<file path="src/verilog/disk_cmd_consts.svh">
// Purpose: constants for the disk command interpreter
// Assumes: eight-bit task-file registers at 0x1f1..0x1f7
// Notes: definitions only
`ifndef DISK_CMD_CONSTS_SVH
`define DISK_CMD_CONSTS_SVH
`define ADDR_FEATURES_ERROR 10'h1f1
`define ADDR_SECTOR_COUNT 10'h1f2
`define ADDR_SECTOR_NUMBER 10'h1f3
`define ADDR_CYLINDER_LOW 10'h1f4
`define ADDR_CYLINDER_HIGH 10'h1f5
`define ADDR_DEVICE_HEAD 10'h1f6
`define ADDR_COMMAND_STATUS 10'h1f7
`define OP_WRITE_VERIFY 8'h3c
`define OP_SET_GEOMETRY 8'h91
`define NIB_RECAL 4'h1
`define NIB_SEEK 4'h7
`define ST_BSY 7
`define ST_DRDY 6
`define ST_DSC 4
`define ST_DRQ 3
`define ST_ERR 0
`define ER_ABRT 2
`define ER_UNC 6
`define DH_LBA 6
`define RST_GEOM_SPT 8'h3f
`define RST_GEOM_MAXHEAD 4'hf
`endif

</file>
<file path="src/verilog/disk_cmd_pkg.sv">
// Purpose: types for the disk command interpreter
// Assumes: nothing
// Notes: states only
package disk_cmd_pkg;
  typedef enum logic [2:0] {
    S_IDLE, S_RECAL, S_SEEK, S_GEOM, S_WV_DATA, S_WV_WRITE, S_WV_VERIFY, S_DONE
  } state_type;
endpackage

</file>
<file path="src/verilog/disk_seek_verify_param_cmds.sv">
// Purpose: command execution for write-verify, recalibrate, seek, set-geometry
// Assumes: host bus synchronous to i_ref_clk; media engine outside answers done pulses
// Notes: one write strobe or one read strobe per cycle
// Functional notes
// - Write-verify 0x3c writes each sector and verifies it before the next one.
// - Verify reads the sector back without host transfer and reports any error.
// - On a write-verify error the sector count holds the sectors not transferred.
// - Any 0x1x command sets busy and rezeroes the heads to track zero.
// - Rezero end updates status, drops busy and raises an interrupt.
// - Recalibrate is accepted while logical addressing is selected.
// - In cylinder-head-sector mode any 0x7x command seeks to the cylinder registers and selects the head field.
// - Seek completion clears busy and raises an interrupt.
// - Seek-complete status bit always reads one.
// - In logical mode seek converts the block address into cylinder and head.
// - Host gives sectors per track in sector count and max head in the head field.
// - Set-geometry sets busy, stores both values, clears busy and interrupts.
// - Set-geometry with zero sector count ends with an aborted-command error.
// - Stored geometry survives resets.
// - Set-geometry ignores the addressing-mode bit and acts as cylinder-head-sector.
`timescale 1ns/10ps
`include "disk_cmd_consts.svh"
module disk_seek_verify_param_cmds
#(
  parameter int SEEK_CYCLES = 16
)
(
  input wire logic i_ref_clk,
  input wire logic i_rst,
  input wire logic [9:0] i_addr,
  input wire logic i_wr,
  input wire logic i_rd,
  input wire logic [7:0] i_wdata,
  output logic [7:0] o_rdata,
  output logic o_intrq,
  output logic o_drq,
  output logic o_media_write,
  output logic o_media_verify,
  output logic o_media_seek,
  output logic [15:0] o_seek_cyl,
  output logic [3:0] o_seek_head,
  output logic [7:0] o_geom_spt,
  output logic [3:0] o_geom_maxhead,
  input wire logic i_media_done,
  input wire logic i_media_err,
  input wire logic i_data_valid
);
  import disk_cmd_pkg::*;
  state_type state_q, state_d;
  logic [7:0] fr_q, fr_d, er_q, er_d, sc_q, sc_d, sn_q, sn_d, cl_q, cl_d, ch_q, ch_d;
  logic [7:0] dh_q, dh_d, st_q, st_d, rdata_q, rdata_d;
  logic [7:0] spt_q, spt_d;
  logic [3:0] maxh_q, maxh_d, head_q, head_d;
  logic [15:0] cyl_q, cyl_d;
  logic intrq_q, intrq_d, drq_q, drq_d, mw_q, mw_d, mv_q, mv_d, ms_q, ms_d;
  logic geom_valid_q, geom_valid_d;
  logic [27:0] lba;
  logic [27:0] trk;
  logic [7:0] sec_idx;
  logic [3:0] hd_idx;
  logic cmd_wr;

  assign cmd_wr = i_wr && (i_addr == `ADDR_COMMAND_STATUS);
  assign lba = {dh_q[3:0], ch_q, cl_q, sn_q};
  // division kept combinational; geometry is small and rarely changes
  assign trk = (spt_q == 8'h00) ? 28'h0 : lba / {20'h0, spt_q};
  assign sec_idx = 8'h0;
  assign hd_idx = 4'h0;

  always_comb
  begin
    logic [27:0] cyl_w;
    logic [27:0] hd_w;
    cyl_w = 28'h0;
    hd_w = 28'h0;
    state_d = state_q;
    fr_d = fr_q; er_d = er_q; sc_d = sc_q; sn_d = sn_q; cl_d = cl_q; ch_d = ch_q;
    dh_d = dh_q; st_d = st_q; spt_d = spt_q; maxh_d = maxh_q;
    cyl_d = cyl_q; head_d = head_q;
    // marker rises on the first clock after power-up and then never drops
    geom_valid_d = 1'b1;
    intrq_d = intrq_q; drq_d = 1'b0; mw_d = 1'b0; mv_d = 1'b0; ms_d = 1'b0;
    st_d[`ST_DSC] = 1'b1;
    rdata_d = 8'h00;
    // reads of status clear the interrupt, as on any task file
    if (i_rd)
    begin
      case (i_addr)
        `ADDR_FEATURES_ERROR: rdata_d = er_q;
        `ADDR_SECTOR_COUNT: rdata_d = sc_q;
        `ADDR_SECTOR_NUMBER: rdata_d = sn_q;
        `ADDR_CYLINDER_LOW: rdata_d = cl_q;
        `ADDR_CYLINDER_HIGH: rdata_d = ch_q;
        `ADDR_DEVICE_HEAD: rdata_d = dh_q;
        `ADDR_COMMAND_STATUS:
        begin
          rdata_d = st_q;
          intrq_d = 1'b0;
        end
        default: rdata_d = 8'h00;
      endcase
    end
    // parameter writes while busy are ignored
    if (i_wr && !st_q[`ST_BSY])
    begin
      case (i_addr)
        `ADDR_FEATURES_ERROR: fr_d = i_wdata;
        `ADDR_SECTOR_COUNT: sc_d = i_wdata;
        `ADDR_SECTOR_NUMBER: sn_d = i_wdata;
        `ADDR_CYLINDER_LOW: cl_d = i_wdata;
        `ADDR_CYLINDER_HIGH: ch_d = i_wdata;
        `ADDR_DEVICE_HEAD: dh_d = i_wdata;
        default: ;
      endcase
    end
    case (state_q)
      S_IDLE:
      begin
        if (cmd_wr && !st_q[`ST_BSY])
        begin
          er_d = 8'h00;
          st_d[`ST_ERR] = 1'b0;
          intrq_d = 1'b0;
          if (i_wdata[7:4] == `NIB_RECAL)
          begin
            st_d[`ST_BSY] = 1'b1;
            cyl_d = 16'h0;
            ms_d = 1'b1;
            state_d = S_RECAL;
          end
          else if (i_wdata[7:4] == `NIB_SEEK)
          begin
            st_d[`ST_BSY] = 1'b1;
            if (dh_q[`DH_LBA])
            begin
              hd_w = (maxh_q == 4'h0) ? 28'h0 : trk % ({24'h0, maxh_q} + 28'h1);
              cyl_w = trk / ({24'h0, maxh_q} + 28'h1);
              cyl_d = cyl_w[15:0];
              head_d = hd_w[3:0];
            end
            else
            begin
              cyl_d = {ch_q, cl_q};
              head_d = dh_q[3:0];
            end
            ms_d = 1'b1;
            state_d = S_SEEK;
          end
          else if (i_wdata == `OP_SET_GEOMETRY)
          begin
            st_d[`ST_BSY] = 1'b1;
            state_d = S_GEOM;
          end
          else if (i_wdata == `OP_WRITE_VERIFY)
          begin
            st_d[`ST_BSY] = 1'b0;
            st_d[`ST_DRQ] = 1'b1;
            state_d = S_WV_DATA;
          end
          else
          begin
            er_d[`ER_ABRT] = 1'b1;
            st_d[`ST_ERR] = 1'b1;
            intrq_d = 1'b1;
          end
        end
      end
      S_RECAL, S_SEEK:
      begin
        if (i_media_done)
        begin
          st_d[`ST_BSY] = 1'b0;
          st_d[`ST_DRDY] = 1'b1;
          if (i_media_err)
          begin
            st_d[`ST_ERR] = 1'b1;
            er_d[`ER_ABRT] = 1'b1;
          end
          intrq_d = 1'b1;
          state_d = S_IDLE;
        end
      end
      S_GEOM:
      begin
        if (sc_q == 8'h00)
        begin
          st_d[`ST_ERR] = 1'b1;
          er_d[`ER_ABRT] = 1'b1;
        end
        else
        begin
          spt_d = sc_q;
          maxh_d = dh_q[3:0];
        end
        st_d[`ST_BSY] = 1'b0;
        intrq_d = 1'b1;
        state_d = S_IDLE;
      end
      S_WV_DATA:
      begin
        st_d[`ST_DRQ] = 1'b1;
        // drop the request as the sector is taken; the next sector is asked for only after this one verifies
        drq_d = !i_data_valid;
        if (i_data_valid)
        begin
          st_d[`ST_DRQ] = 1'b0;
          st_d[`ST_BSY] = 1'b1;
          mw_d = 1'b1;
          state_d = S_WV_WRITE;
        end
      end
      S_WV_WRITE:
      begin
        if (i_media_done)
        begin
          if (i_media_err)
          begin
            er_d[`ER_UNC] = 1'b1;
            state_d = S_DONE;
          end
          else
          begin
            mv_d = 1'b1;
            state_d = S_WV_VERIFY;
          end
        end
      end
      S_WV_VERIFY:
      begin
        if (i_media_done)
        begin
          if (i_media_err)
          begin
            er_d[`ER_UNC] = 1'b1;
            state_d = S_DONE;
          end
          else
          begin
            sc_d = sc_q - 8'h01;
            sn_d = sn_q + 8'h01;
            if (sc_q == 8'h01)
            begin
              state_d = S_DONE;
            end
            else
            begin
              st_d[`ST_BSY] = 1'b0;
              st_d[`ST_DRQ] = 1'b1;
              state_d = S_WV_DATA;
            end
          end
        end
      end
      S_DONE:
      begin
        // sc_q already counts only untransferred sectors on error
        st_d[`ST_ERR] = er_q[`ER_UNC];
        st_d[`ST_BSY] = 1'b0;
        st_d[`ST_DRQ] = 1'b0;
        intrq_d = 1'b1;
        state_d = S_IDLE;
      end
      default: state_d = S_IDLE;
    endcase
  end

  always_ff @(posedge i_ref_clk)
  begin
    if (i_rst)
    begin
      state_q <= S_IDLE;
      fr_q <= 8'h00; er_q <= 8'h00; sc_q <= 8'h01; sn_q <= 8'h01;
      cl_q <= 8'h00; ch_q <= 8'h00; dh_q <= 8'h00;
      st_q <= 8'h50;
      cyl_q <= 16'h0; head_q <= 4'h0;
      intrq_q <= 1'b0; drq_q <= 1'b0; mw_q <= 1'b0; mv_q <= 1'b0; ms_q <= 1'b0;
      rdata_q <= 8'h00;
    end
    else
    begin
      state_q <= state_d;
      fr_q <= fr_d; er_q <= er_d; sc_q <= sc_d; sn_q <= sn_d;
      cl_q <= cl_d; ch_q <= ch_d; dh_q <= dh_d; st_q <= st_d;
      cyl_q <= cyl_d; head_q <= head_d;
      intrq_q <= intrq_d; drq_q <= drq_d; mw_q <= mw_d; mv_q <= mv_d; ms_q <= ms_d;
      rdata_q <= rdata_d;
    end
  end

  // geometry kept out of reset so it survives drive resets
  always_ff @(posedge i_ref_clk)
  begin
    if (geom_valid_q)
    begin
      spt_q <= spt_d;
      maxh_q <= maxh_d;
    end
    else
    begin
      // power-up defaults, loaded once; an unknown marker also lands here
      spt_q <= `RST_GEOM_SPT;
      maxh_q <= `RST_GEOM_MAXHEAD;
    end
    geom_valid_q <= geom_valid_d;
  end

  assign o_rdata = rdata_q;
  assign o_intrq = intrq_q;
  assign o_drq = drq_q;
  assign o_media_write = mw_q;
  assign o_media_verify = mv_q;
  assign o_media_seek = ms_q;
  assign o_seek_cyl = cyl_q;
  assign o_seek_head = head_q;
  assign o_geom_spt = spt_q;
  assign o_geom_maxhead = maxh_q;
endmodule
</file>
<file path="config.mk">
export PLATFORM = sky130hd
export DESIGN_NAME = disk_seek_verify_param_cmds
export DESIGN_NICKNAME = d
export VERILOG_FILES = /design/src/verilog/disk_cmd_pkg.sv /design/src/verilog/disk_seek_verify_param_cmds.sv
export VERILOG_INCLUDE_DIRS = /design/src /design/src/verilog
export SDC_FILE = /design/constraint.sdc
export NUM_CORES = 1
export LEC_CHECK = 0
export ABC_AREA = 1
export BUFFER_PORTS_ARGS = -buffer_cell sky130_fd_sc_hd__buf_2
export CORE_ASPECT_RATIO = 0.75
export CORE_UTILIZATION = 35
export DETAILED_ROUTE_END_ITERATION = 6
export PLACE_DENSITY = 0.57
export SLEW_MARGIN = 20
export SYNTH_ARGS = -nofsm -noshare
export SYNTH_HDL_FRONTEND = slang
export SYNTH_SLANG_ARGS = --single-unit
</file>
<file path="constraint.sdc">
create_clock -name i_ref_clk -period 73.2 [get_ports i_ref_clk]
set_input_delay 10.98 -clock i_ref_clk [delete_from_list [all_inputs] [get_ports i_ref_clk]]
set_output_delay 10.98 -clock i_ref_clk [all_outputs]
set_load 0.05 [all_outputs]
</file>
=== After elaboration in Yosys (flattened, before gate mapping) ===
Cells that the tools add are included.

* Bits in registers: 94
* Output and inout bits: 45
* Word-level logic and storage cells: 177

* Add/subtract/negate cells: 3
* Div/mod/pow operators: 3
* Eq/ne operators: 35
* Mux-type cells: 72
* Bitwise gates (word level): 8
* Reduce and logical (&&, ||, !) cells: 34

{| class="wikitable"
|+ Operator list
! cell !! count
|-
| $mux W8 || 10
|-
| $eq A10 B9 Y1 const B || 7
|-
| $pmux W8 S7 || 1
|-
| $mux W16 || 3
|-
| $mux W1 || 35
|-
| $div A28 B28 Y28 || 1
|-
| $div A28 B8 Y28 || 1
|-
| $mod A28 B28 Y28 || 1
|-
| $mux W28 || 1
|-
| $mux W3 || 9
|-
| $ne A2 B2 Y1 const B || 13
|-
| $pmux W3 S6 || 1
|-
| $logic_not A8 Y1 || 2
|-
| $eq A3 B3 Y1 const B || 4
|-
| $reduce_and A5 Y1 || 2
|-
| $reduce_or A2 Y1 || 5
|-
| $reduce_and A9 Y1 || 1
|-
| $add A8 B1 Y8 const B || 1
|-
| $eq A8 B1 Y1 const B || 1
|-
| $eq A8 B6 Y1 const B || 1
|-
| $eq A8 B8 Y1 const B || 1
|-
| $mux W4 || 2
|-
| $not A1 Y1 || 8
|-
| $pmux W1 S4 || 2
|-
| 27 further kinds || 42
|}

=== Logic depth before layout (Yosys ltp) ===
* Depth after elaboration: 7
* Mapped depth: 472
* Depth with buffers taken out: 436

=== Worst setup path after synthesis ===
No wires, ideal clock.

* Path type: reg2reg
* From: reg spt_q[0], in the netlist o_geom_spt[0]
* To: reg cyl_q[0], in the netlist o_seek_cyl[0]
* Library setup time: 132 ps
* Data arrival time: 63,469 ps
* Data required time: 73,068 ps
* Setup slack: 9,599 ps
* Cell stages (with the launch flop): 454
* Path buffers: 39
* Clock period less this slack: 63,601 ps
* Cells stage by stage: edfxtp_1 > inv_1 > ha_1 > nor2_1 > nor2_1 > nand2_1 > nand2_1 > nand2_1 > ha_1 > o21ai_1 > nand2_1 > nand3_2 > nand2_1 > nand2_1 > inv_1 > ha_1 > o21ai_1 > nand2_1 > [... 418 more ...] > nand3_2 > nor2_1 > nand2_1 > nor2_2 > nand2_4 > buf_2 > nand2_1 > o21a_1 > inv_1 > fa_1 > nand2_1 > nand2_1 > a21oi_1 > nand2_1 > nand2_2 > nand3_2 > o21ai_1 > a21oi_1

* Longest elaborated chain between the ends: 6

{| class="wikitable"
|+ Ends and longest elaborated chain
! what !! line !! RTL
|-
| from (decl) || disk_seek_verify_param_cmds.sv:51 || <nowiki>logic [7:0] spt_q, spt_d;</nowiki>
|-
| from (signal assigned) || disk_seek_verify_param_cmds.sv:294 || <nowiki>spt_q <= spt_d;</nowiki>
|-
| from (signal assigned) || disk_seek_verify_param_cmds.sv:300 || <nowiki>spt_q <= `RST_GEOM_SPT;</nowiki>
|-
| $div A28 B8 Y28 or $logic_not A8 Y1 (tied branches) || disk_seek_verify_param_cmds.sv:65 || <nowiki>assign trk = (spt_q == 8'h00) ? 28'h0 : lba / {20'h0, spt_q};</nowiki>
|-
| $mux W28 (*) || disk_seek_verify_param_cmds.sv:65 ||
|-
| $div A28 B28 Y28 (*) || disk_seek_verify_param_cmds.sv:136 || <nowiki>cyl_w = trk / ({24'h0, maxh_q} + 28'h1);</nowiki>
|-
| $mux W16 (*) || disk_seek_verify_param_cmds.sv:133 || <nowiki>if (dh_q[`DH_LBA])</nowiki>
|-
| $mux W16 (*) || disk_seek_verify_param_cmds.sv:130 || <nowiki>else if (i_wdata[7:4] == `NIB_SEEK)</nowiki>
|-
| $mux W16 (*) || disk_seek_verify_param_cmds.sv:123 || <nowiki>if (i_wdata[7:4] == `NIB_RECAL)</nowiki>
|-
| to (signal assigned) || disk_seek_verify_param_cmds.sv:274 || <nowiki>cyl_q <= 16'h0; head_q <= 4'h0;</nowiki>
|-
| to (signal assigned) || disk_seek_verify_param_cmds.sv:283 || <nowiki>cyl_q <= cyl_d; head_q <= head_d;</nowiki>
|-
| to (decl) || disk_seek_verify_param_cmds.sv:53 || <nowiki>logic [15:0] cyl_q, cyl_d;</nowiki>
|}

Every way passes the cells marked *; elsewhere a longest branch is shown, timed or not. The select of a mux whose other input is x is not followed.
A chain may end at the register's enable or synchronous reset.

=== Worst setup path in the final report ===
* From: reg spt_q[3], in the netlist o_geom_spt[3]
* To: reg head_q[0], in the netlist o_seek_head[0]

* Longest elaborated chain between the ends: 5

{| class="wikitable"
|+ Ends and longest elaborated chain
! what !! line !! RTL
|-
| $div A28 B8 Y28 or $logic_not A8 Y1 (tied branches) || disk_seek_verify_param_cmds.sv:65 ||
|-
| $mux W28 (*) || disk_seek_verify_param_cmds.sv:65 ||
|-
| $mod A28 B28 Y28 (*) || disk_seek_verify_param_cmds.sv:135 || <nowiki>hd_w = (maxh_q == 4'h0) ? 28'h0 : trk % ({24'h0, maxh_q} + 28'h1);</nowiki>
|-
| $mux W4 (*) || disk_seek_verify_param_cmds.sv:135 ||
|-
| $mux W4 (*) || disk_seek_verify_param_cmds.sv:133 ||
|-
| to (signal assigned) || disk_seek_verify_param_cmds.sv:274 ||
|-
| to (signal assigned) || disk_seek_verify_param_cmds.sv:283 ||
|-
| to (decl) || disk_seek_verify_param_cmds.sv:52 || <nowiki>logic [3:0] maxh_q, maxh_d, head_q, head_d;</nowiki>
|}

Every way passes the cells marked *; elsewhere a longest branch is shown, timed or not.

==> out/metrics.cfg <==
[synthesis]
syn_area_per_cell_um2=5.55
yosysSeqAreaShare=0.0514
synth_cell_type_count=78
synth_edf_count=12
synth_seq_cells=93
yosysWarnings=0
ys_async_sr_fraction=0
synth_top_flop_cell=dfxtp_1
netlist_instances=6947
syn_nets=7307
syn_area_um2=38500

[critical_path]
cp_slowest_cell=edfxtp_1
cp_top_family=simple AND/OR/NAND/NOR gates
cp.arrival_ns=66.53
cp_common_cell=nand2_1
crit_fanout=31
cp.required_ns=73.50
critPathLaunchType=flop
cp_slowest_stage_delay_ns=0.46
cp_num_buf_inv=65
critical_path_class=reg2reg
end_kind=flop

[layout]
final_util=0.378
mostFrequentLayoutCells=nand2_1 (1898), inv_1 (1031), nor2_1 (600)
ff_latch_area_um2=1980
nFillCells=12000
syn_to_final_growth_pct=6.07
num-nets-final=7330
drive_gt1_frac=0.114
layout_commonest_cell=nand2_1
multi_input_area_um2=31600

[global_route]
grt_max_degree=36
antenna_found_initial=7
grt_pass1_vias=39100
grt_pass1_wl_um=212000
grt_use_total=0.233
grt_overflow=0

[floorplanning]
coreArea_um2=108000
die_x_um=385
die_y_um=289
num_rows=104
die-area_um2=111000
start_util=0.356
io_pins=70

[detailed_routing]
drt-pass1-iter-count=7
drt-vias-per-instance=5.24
num_vias=44100
drt.antenna.violating_nets=0
drt_iter0_markers=3727
wire_per_inst_um=16.1
drc=0
wl_um=135000

[sta]
period_minus_slack_ns=66.22
slew-limit-headroom=0.275
slew_viol_final=0
fin_hold_ws_ns=0.471
max_freq_mhz=15.1
worst_pin_slew_ns=1.08
hold_viol=0
setup_viol=0
fin_skew_ns=0.0134
period_share=0.905

[placed_design]
globalplace.congestion=0.968
io_buffers=69
dp_hpwl_um=111000

[clock_network]
htreeDepth=3
clock_latency_ns=0.37
path_clk_slew_ns=0.08
cts_tree=done
cts-root-buf=clkbuf_16
cts_buffers=9
cts_buffer_depth=2
clock-sinks=93

[run_status]
outcome=complete, no violations

[worst_hold_path]
hp-class=reg2reg

[run]
drv_cap=0

what timing repair did:
action / in CTS / in global routing
endpoints found under the setup margin: 3 / 8
hold buffers: 0 / 0
pin swaps: 0 / 11
buffers inserted: 0 / 47
gates cloned: 0 / 7
resized for setup: 1 / 64
Yosys cell counts, drive strengths merged (4+ instances only):
library cell / instances / area (µm²)
nand2: 2085 / 8450
inv: 1107 / 4160
nor2: 743 / 3410
nand3: 679 / 4060
o21ai: 482 / 2510
ha: 334 / 4180
a21oi: 321 / 1660
nand4: 253 / 1680
xor2: 200 / 1750
xnor2: 103 / 902
nor3: 82 / 459
dfxtp: 81 / 1620
clkbuf: 67 / 305
buf: 62 / 609
nand3b: 44 / 330
o21bai: 39 / 293
clkinv: 37 / 170
or2: 36 / 225
o211ai: 31 / 233
a21o: 23 / 175
o2111ai: 17 / 149
o21a: 15 / 114
o31ai: 14 / 105
edfxtp: 12 / 360
and2: 11 / 70.1
a211oi: 10 / 75.1
a31oi: 10 / 62.6
nor4: 10 / 77.6
a221oi: 8 / 70.1
o22ai: 4 / 25.0
area by class of cell:
cell class                      instances  area share
Antenna cell                            1   0.0000612
Clock buffer                           10     0.00560
Clock inverter                          6     0.00187
Inverter                             1144       0.107
Multi-Input combinational cell       5587       0.773
Sequential cell                        93      0.0485
Tap cell                             1431      0.0438
Timing Repair Buffer                  134      0.0207
Timing Repair inverter                  1    0.000122
state kept, by name, summed over array words and instances (netlist names):
register and count:
o_rdata 8, er_q 2, o_geom_maxhead 4, dh_q 8
sn_q 8, o_media_verify 1, o_drq 1, o_seek_cyl 16
sc_q 8, o_media_write 1, o_geom_spt 8, o_media_seek 1
o_intrq 1, st_q 3, o_seek_head 4, ch_q 8
cl_q 8, state_q 3
stage by stage:
stage | worst slack, ns | cells | TNS, ns | area [µm²]
after floorplan | 9.60 | 6947 | 0 | 38500
after global placement | 3.10 | 8336 | 0 | 39900
after detailed placement | 0.201 | 8336 | 0 | 39900
after CTS | 0.384 | 8352 | 0 | 40200
after global routing | -0.141 | 8407 | -0.553 | 40900
final | 6.98 | 8407 | 0 | 40900
metal layers:
metal	vias to the layer above	global-route usage	wire length, µm
li1	22700	-	-
met5	-	0	60
met3	107	0.0360	10400
met4	12	0.0266	1420
met2	1315	0.340	52600
met1	19900	0.362	70500
tightest hold or removal path, delay by kind of cell, from the launching register on:
family,cells,cell delay (ns)
AND/OR/NAND/NOR,1,0.06
AO/OA/AOI/OAI,1,0.05
flip-flops,1,0.32
kinds of logic (layout without fill, tap and decap cells):
group / Yosys count / count (layout) / synth area share
compound gates: 998 / 998 / 0.147
xor+xnor: 303 / 303 / 0.0689
fa+ha+maj: 335 / 335 / 0.109
buf+inv: 1273 / 1295 / 0.136
flops: 93 / 93 / 0.0514
other cells: 0 / 1 / 0
simple gates: 3945 / 3951 / 0.487
final timing paths:
check                                    from             end  slack (ns)  cells past startpoint
worst max-delay path            o_geom_spt[3]  o_seek_head[0]        6.98                    425
worst min-delay path            o_seek_cyl[9]   o_seek_cyl[9]        0.47                      2
worst max register to register  o_geom_spt[3]  o_seek_head[0]        6.98                    425
worst min register to register  o_seek_cyl[9]   o_seek_cyl[9]        0.47                      2
Power is not shown: default switching activity piles up to over one toggle a cycle in this logic, so the estimate is an artifact.
